==> config.mk <==
export PLATFORM = sky130hd
export DESIGN_NAME = prw_remap_lock
export DESIGN_NICKNAME = d
export VERILOG_FILES = /design/src/verilog/prw_pkg.sv /design/src/verilog/prw_sel_mem.sv /design/src/verilog/prw_remap_lock.sv
export SDC_FILE = /design/constraint.sdc
export NUM_CORES = 1
export LEC_CHECK = 0
export BUFFER_PORTS_ARGS = -buffer_cell sky130_fd_sc_hd__clkbuf_2
export CORE_MARGIN = 2
export CORE_UTILIZATION = 51
export DETAILED_ROUTE_END_ITERATION = 7
export PLACE_DENSITY = 0.92
export SETUP_SLACK_MARGIN = 0.5
export SKIP_CTS_REPAIR_TIMING = 1
export SLEW_MARGIN = 20
export SYNTH_ARGS = -nofsm -noshare
export SYNTH_HDL_FRONTEND = slang
export SYNTH_SLANG_ARGS = --single-unit
==> constraint.sdc <==
create_clock -name ref_clk_i -period 3.35 [get_ports ref_clk_i]
set_clock_uncertainty 0.2 [all_clocks]
set_input_delay 0.1675 -clock ref_clk_i [delete_from_list [all_inputs] [get_ports ref_clk_i]]
set_output_delay 0.1675 -clock ref_clk_i [all_outputs]
set_load 0.05 [all_outputs]
==> src/verilog/prw_pkg.sv <==
package prw_pkg;
   // Lock bit position inside the system configuration register
   localparam int PRW_LOCK_BIT = 13;
   // One-way bit position inside device configuration word three
   localparam int PRW_ONE_WAY_BIT = 29;
   localparam int PRW_SEL_W = 4;
   localparam int PRW_NUM_OUT = 8;
   localparam int PRW_NUM_IN = 8;
   localparam int PRW_IDX_W = 4;
   localparam logic [PRW_SEL_W-1:0] PRW_SEL_RST = 4'h0;
   localparam logic [31:0] PRW_KEY1 = 32'hAA99_6655;
   localparam logic [31:0] PRW_KEY2 = 32'h5566_99AA;
   // Cycles the unlock window stays open after the second key
   localparam int PRW_UNLOCK_WIN = 16;
   localparam logic [4:0] PRW_WIN_LOAD = 5'h10;

   typedef enum logic [2:0] {
      PRW_IDLE = 3'h1,
      PRW_KEY1_OK = 3'h2,
      PRW_OPEN = 3'h4
   } prw_state_t;

   typedef struct packed {
      logic we;
      logic is_out;
      logic [PRW_IDX_W-1:0] idx;
      logic [PRW_SEL_W-1:0] sel;
   } prw_map_wr_t;

   typedef struct packed {
      logic we;
      logic val;
   } prw_lock_wr_t;
endpackage : prw_pkg

==> src/verilog/prw_sel_mem.sv <==
module prw_sel_mem
   import prw_pkg::*;
#(
   parameter int DEPTH = 8
) (
   input wire logic ref_clk_i,
   input wire logic rst_n_i,
   input wire logic we_i,
   input wire logic [PRW_IDX_W-1:0] waddr_i,
   input wire logic [PRW_SEL_W-1:0] wdata_i,
   output logic [DEPTH*PRW_SEL_W-1:0] rdata_o
);
   logic [DEPTH*PRW_SEL_W-1:0] mem_r;
   logic [DEPTH*PRW_SEL_W-1:0] mem_nxt;

   always_comb begin
      mem_nxt = mem_r;
      if (we_i && (32'(waddr_i) < DEPTH)) begin
         mem_nxt[waddr_i*PRW_SEL_W +: PRW_SEL_W] = wdata_i;
      end
   end

   always_ff @(posedge ref_clk_i) begin
      if (!rst_n_i) begin
         mem_r <= {DEPTH{PRW_SEL_RST}};
      end else begin
         mem_r <= mem_nxt;
      end
   end

   assign rdata_o = mem_r;
endmodule : prw_sel_mem

==> src/verilog/prw_remap_lock.sv <==
// Notes on behaviour
// - Mapping writes are dropped silently while the lock is set.
// - Lock sits at bit 13 of system configuration; one blocks, zero permits.
// - With one-way bit 29 set, lock cannot be cleared once set.
// - One-way and locked: unlock sequence ignored, mapping stays unwritable.
// - One-way lock clears only through device reset.
// - Unprogrammed configuration reads one-way as set.
// - Output selections reset to zero, the null output.
// - Each selection field is four bits wide.
module prw_remap_lock
   import prw_pkg::*;
(
   input wire logic ref_clk_i,
   input wire logic rst_n_i,
   input wire logic [31:0] dev_cfg3_i,
   input wire logic cfg_programmed_i,
   input wire logic key_we_i,
   input wire logic [31:0] key_data_i,
   input wire prw_lock_wr_t lock_wr_i,
   input wire prw_map_wr_t map_wr_i,
   output logic remap_write_lock_o,
   output logic [31:0] sys_cfg_o,
   output logic unlocked_o,
   output logic one_way_o,
   output logic [PRW_NUM_OUT*PRW_SEL_W-1:0] out_sel_o,
   output logic [PRW_NUM_IN*PRW_SEL_W-1:0] in_sel_o
);
   prw_state_t st_r;
   prw_state_t st_nxt;
   logic [4:0] win_r;
   logic [4:0] win_nxt;
   logic lock_r;
   logic lock_nxt;
   logic ow_r;
   logic ow_nxt;
   logic cap_r;
   logic cap_nxt;
   logic map_ok;
   logic out_we;
   logic in_we;
   logic [31:0] sys_cfg_nxt;
   logic unlocked_nxt;

   // Key compare shared by both halves of the sequence
   function automatic logic key_hit(input logic we, input logic [31:0] data,
      input logic [31:0] key);
      return we && (data == key);
   endfunction : key_hit

   // One-way setting is captured once after reset release, not under reset
   always_comb begin
      cap_nxt = 1'b1;
      ow_nxt = ow_r;
      if (!cap_r) begin
         ow_nxt = cfg_programmed_i ? dev_cfg3_i[PRW_ONE_WAY_BIT] : 1'b1;
      end
   end

   // Reset leaves one-way set, so the strict default holds until capture
   always_ff @(posedge ref_clk_i) begin
      if (!rst_n_i) begin
         ow_r <= 1'b1;
         cap_r <= 1'b0;
      end else begin
         ow_r <= ow_nxt;
         cap_r <= cap_nxt;
      end
   end

   // Unlock sequence; blocked entirely under one-way lock
   always_comb begin
      st_nxt = st_r;
      win_nxt = win_r;
      unique case (st_r)
         PRW_IDLE: begin
            if (key_hit(key_we_i, key_data_i, PRW_KEY1) && !(ow_r && lock_r)) begin
               st_nxt = PRW_KEY1_OK;
            end
         end
         PRW_KEY1_OK: begin
            if (key_hit(key_we_i, key_data_i, PRW_KEY2)) begin
               st_nxt = PRW_OPEN;
               win_nxt = PRW_WIN_LOAD;
            end else if (key_we_i) begin
               st_nxt = PRW_IDLE;
            end
         end
         PRW_OPEN: begin
            win_nxt = win_r - 5'h01;
            if (win_r == 5'h01 || lock_wr_i.we) begin
               st_nxt = PRW_IDLE;
            end
         end
         default: begin
            st_nxt = PRW_IDLE;
         end
      endcase
   end

   always_ff @(posedge ref_clk_i) begin
      if (!rst_n_i) begin
         st_r <= PRW_IDLE;
         win_r <= 5'h00;
      end else begin
         st_r <= st_nxt;
         win_r <= win_nxt;
      end
   end

   always_comb begin
      lock_nxt = lock_r;
      if (lock_wr_i.we && st_r == PRW_OPEN) begin
         if (lock_wr_i.val || !ow_r) begin
            lock_nxt = lock_wr_i.val;
         end
      end
   end

   assign map_ok = map_wr_i.we && !lock_r;
   assign out_we = map_ok && map_wr_i.is_out;
   assign in_we = map_ok && !map_wr_i.is_out;

   // Device reset is the only path that clears a one-way lock
   always_ff @(posedge ref_clk_i) begin
      if (!rst_n_i) begin
         lock_r <= 1'b0;
      end else begin
         lock_r <= lock_nxt;
      end
   end

   // Outputs copy the next state, so they track it with no extra cycle of lag
   always_comb begin
      sys_cfg_nxt = 32'(lock_nxt) << PRW_LOCK_BIT;
      unlocked_nxt = (st_nxt == PRW_OPEN);
   end

   always_ff @(posedge ref_clk_i) begin
      if (!rst_n_i) begin
         remap_write_lock_o <= 1'b0;
         sys_cfg_o <= 32'h0000_0000;
         unlocked_o <= 1'b0;
         one_way_o <= 1'b1;
      end else begin
         remap_write_lock_o <= lock_nxt;
         sys_cfg_o <= sys_cfg_nxt;
         unlocked_o <= unlocked_nxt;
         one_way_o <= ow_nxt;
      end
   end

   // Selection fields held in registered memories; four bits each
   prw_sel_mem #(.DEPTH(PRW_NUM_OUT)) u_out_sel (
      .ref_clk_i(ref_clk_i),
      .rst_n_i(rst_n_i),
      .we_i(out_we),
      .waddr_i(map_wr_i.idx),
      .wdata_i(map_wr_i.sel),
      .rdata_o(out_sel_o)
   );

   prw_sel_mem #(.DEPTH(PRW_NUM_IN)) u_in_sel (
      .ref_clk_i(ref_clk_i),
      .rst_n_i(rst_n_i),
      .we_i(in_we),
      .waddr_i(map_wr_i.idx),
      .wdata_i(map_wr_i.sel),
      .rdata_o(in_sel_o)
   );

   property p_drop;
      @(posedge ref_clk_i) disable iff (!rst_n_i)
         (lock_r && map_wr_i.we) |=> $stable(out_sel_o) && $stable(in_sel_o);
   endproperty
   map_write_drop_a: assert property (p_drop) else $error("mapping changed while locked");

   lock_bit_pos_a: assert property (@(posedge ref_clk_i) disable iff (!rst_n_i)
      sys_cfg_o[PRW_LOCK_BIT] == remap_write_lock_o)
      else $error("lock bit position wrong");

   one_way_hold_a: assert property (@(posedge ref_clk_i) disable iff (!rst_n_i)
      (ow_r && lock_r && cap_r) |=> lock_r)
      else $error("one-way lock cleared");

   one_way_seq_a: assert property (@(posedge ref_clk_i) disable iff (!rst_n_i)
      (ow_r && lock_r && st_r == PRW_IDLE) |=> st_r == PRW_IDLE)
      else $error("unlock accepted under one-way lock");

   no_key_lock_a: assert property (@(posedge ref_clk_i) disable iff (!rst_n_i)
      (st_r != PRW_OPEN) |=> $stable(lock_r))
      else $error("lock changed without unlock");

   reset_sel_a: assert property (@(posedge ref_clk_i)
      !rst_n_i |=> out_sel_o == '0)
      else $error("output selection not null after reset");

   default_ow_a: assert property (@(posedge ref_clk_i) disable iff (!rst_n_i)
      (!cap_r && !cfg_programmed_i) |=> ow_r)
      else $error("unprogrammed one-way not set");

   open_win_a: assert property (@(posedge ref_clk_i) disable iff (!rst_n_i)
      (st_r == PRW_KEY1_OK && key_we_i && key_data_i == PRW_KEY2) |=>
         st_r == PRW_OPEN ##[1:16] st_r == PRW_IDLE)
      else $error("unlock window length wrong");

   cov_unlock_c: cover property (@(posedge ref_clk_i) st_r == PRW_OPEN);
   cov_lock_c: cover property (@(posedge ref_clk_i) $rose(lock_r));
   cov_drop_c: cover property (@(posedge ref_clk_i) lock_r && map_wr_i.we);

   lock_reset_a: assert property (@(posedge ref_clk_i)
      !rst_n_i |=> !lock_r && !remap_write_lock_o)
      else $error("lock not cleared by reset");

   win_close_a: assert property (@(posedge ref_clk_i) disable iff (!rst_n_i)
      (st_r == PRW_OPEN && win_r == 5'h01) |=> st_r == PRW_IDLE && !unlocked_o)
      else $error("unlock window overran");

   map_write_land_a: assert property (@(posedge ref_clk_i) disable iff (!rst_n_i)
      (out_we && map_wr_i.idx < 4'h8) |=>
         out_sel_o[$past(map_wr_i.idx)*PRW_SEL_W +: PRW_SEL_W] == $past(map_wr_i.sel))
      else $error("output selection write lost");

   cov_timeout_c: cover property (@(posedge ref_clk_i) st_r == PRW_OPEN && win_r == 5'h01);
   cov_refuse_c: cover property (@(posedge ref_clk_i) ow_r && lock_r && key_we_i);
endmodule : prw_remap_lock

==> flow_summary.ini <==
[status]
run_status = complete, but fails checks
violations = hold timing

[floorplanning]
die_x_um = 90.7
die_h_um = 90.7
pin_count = 179
dieArea_um2 = 8230
start_util_pct = 52.9
num_rows = 31
coreArea_um2 = 7250

[critical_path]
startpoint_type = input pin
cp.arrival_ns = 2.50
r2r-start = st_r[2]
critPathCaptureType = register
crit_type = input pin to register
path_max_fanout = 5
ff2ff_setup_slack_ns = 0.89
cp.required_ns = 3.39
ff2ff_path_depth = 5
rr_endpoint = st_r[0]

[routing]
vias_per_cell = 5.21
first_pass_iters = 4
drc = 0
wire_per_inst_um = 14.6
drt_first_iter_violations = 115
drt-total-wl_um = 9070
ant_nets = 0
vias = 3233

[worst_hold_path]
worstHoldPathType = input pin to register
whs_endpoint = u_out_sel.rdata_o[19]
whs_path_depth = 3
hold_start = map_wr_i[3]

[clock_network]
clk_latency_ns = 0.35
h-tree-depth = 3
root_buffer = clkbuf_8
cts_buffer_depth = 2
cts_sinks = 76
path_clk_slew_ns = 0.08
cts_buffers = 9
cts_tree = done

[timing]
rsz0062_at_grt = false
fin_crit_sh_pct = 73.5
max_freq_mhz = 406
final.setup.worst_slack_ns = 0.886
tns_ns = 0
min_period_ns = 2.46
fin_hold_ws_ns = -0.0364
tightest_slew_ns = 0.761
setup_viol_count_final = 0
timing.final.hold_violations = 2
drv_slew = 0
relSlewSlack_pct = 49.1

[yosys]
syn_area_um2 = 3840
ys_ff_latch = 76
ys_async_sr_fraction_pct = 0
synth-edff-count = 0
ys_warn_count = 0
syn_inst = 397
seq_area_frac_synth_pct = 39.7
synth_cell_types = 49
ys.flop_type = dfxtp_1
syn_avg_cell_area_um2 = 9.66

[grt]
antenna_found_initial = 0
grt_use_met3_pct = 5.18
met2_usage_pct = 36.5
grt_max_degree = 55
grtUsageTotal_pct = 21.8
first_global_vias = 3073
grt_pass1_wl_um = 14400
grt.overflow.total = 0
grt_use_met1_pct = 26.2
grt_busiest_layer = met2

[placed_design]
postPlaceCellArea_um2 = 4360
dp_worst_setup_slack_ns = 0.938
hpwl_um = 6820
io_buffers = 116
place.gp.congestion = 0.905

[layout]
layout_commonest_cell = clkbuf_2
areaGrowthSynthToFinish_pct = 20.3
drive_gt1_share_pct = 26.7
nFillCells = 611
mostFrequentLayoutCells = 116 x clkbuf_2, 76 x dfxtp_1, 64 x mux2i_1, 44 x nor2b_1, 36 x nand2_1
regArea_um2 = 1520
n_antenna_cell = 0
fin_nets = 602
multi_input_area_um2 = 2080
fin_util_pct = 63.6
fin_area_um2 = 4610

[job]
drv_cap = 0

[power_and_ir_drop]
power.density_nw_per_um2 = 379
p_leak_nw = 2.18
vdd_drop_max_uv = 160
kinds of logic (layout without fill, tap and decap cells):
family                   count (synthesis)  in the layout  synth area share [%]
other                                    1             31                0.0978
XOR/XNOR                                 3              3                 0.685
buffers and inverters                   58            152                  8.94
AND/OR/NAND/NOR                        171            171                  28.2
adder cells (fa/ha/maj)                  6              6                  1.96
multiplexers                            64             64                  16.7
AO/OA/AOI/OAI                           18             18                  3.78
flip-flops                              76             76                  39.7
sequential cells by signal (all words and copies together), names as in the netlist:
signal	count
st_r	3
win_r	5
unlocked_o	1
cap_r	1
u_out_sel.rdata_o	32
sys_cfg_o	1
u_in_sel.rdata_o	32
one_way_o	1
through the flow:
stage,power (mW),std cells
global route,1.82,620
detailed placement,1.15,595
global placement,1.14,595
floorplan,1.12,427
finish,1.75,620
CTS,1.76,611
layer usage:
layer | part of all wire, % | wire length (um) | vias to the layer above
met5 | 0 | 0 | -
li1 | - | - | 1583
met4 | 2.3 | 212 | 0
met3 | 5.7 | 517 | 20
met2 | 49 | 4430 | 122
met1 | 43 | 3910 | 1508
critical path, cell delays in order:
cell and delay [ns]:
dlygate4sd3_1 0.52, clkbuf_2 0.16, nor4bb_1 0.38, nand4_1 0.19, o311ai_0 0.36, o211ai_1 0.14, dlygate4sd3_1 0.58
synth_stat cells, types with 2 or more instances:
cell / instances / area, um^2
dfxtp_1: 76 / 1520
nor3_2: 2 / 20.0
buf_4: 32 / 240
nor4b_1: 3 / 26.3
nand4b_1: 6 / 52.6
nor2b_1: 44 / 275
or4_1: 2 / 15.0
nand3_1: 12 / 60.1
nand4_1: 9 / 56.3
nand2_1: 36 / 135
xnor2_1: 2 / 17.5
inv_1: 10 / 37.5
nor3b_1: 3 / 22.5
clkbuf_2: 2 / 10.0
and4bb_2: 2 / 25.0
buf_2: 2 / 10.0
o22ai_1: 2 / 12.5
and2_1: 8 / 50.1
and3_1: 4 / 25.0
and4b_1: 3 / 30.0
nand3b_1: 2 / 15.0
nand2b_1: 4 / 25.0
nor4_1: 2 / 12.5
nor2_1: 5 / 18.8
clkbuf_1: 12 / 45.0
ha_1: 6 / 75.1
nor3_1: 4 / 20.0
o21a_1: 2 / 15.0
o311a_1: 2 / 20.0
o21ai_0: 2 / 10.0
nor4bb_1: 15 / 150
mux2i_1: 64 / 641
final cells by class:
class / instances / share of cell area, %
multi-input combinational: 293 / 45.2
sequential: 76 / 33.0
timing repair buffer: 126 / 14.7
clock buffer: 11 / 2.85
tap: 99 / 2.68
clock inverter: 5 / 0.813
inverter: 10 / 0.813
worst max-delay path by stage:
stage / startpoint / to / slack (ns) / cells after the start
global route: st_r[2] / st_r[0] / 0.56 / 5
finish: key_we_i / st_r[0] / 0.89 / 7
global placement: map_wr_i[4] / u_in_sel.rdata_o[30] / 1.02 / 7
floorplan: map_wr_i[6] / u_out_sel.rdata_o[16] / 1.29 / 9
CTS: map_wr_i[4] / u_in_sel.rdata_o[22] / 1.30 / 7
detailed placement: map_wr_i[4] / u_in_sel.rdata_o[22] / 0.94 / 7
report_power, final:
group	leakage (nW)	total, mW	internal, mW	switching, mW
logic	1.49	0.230	0.0654	0.164
registers	0.612	0.906	0.905	0.00147
clock network	0.0799	0.612	0.272	0.340
No activity file was read; power rests on OpenSTA's default activity.
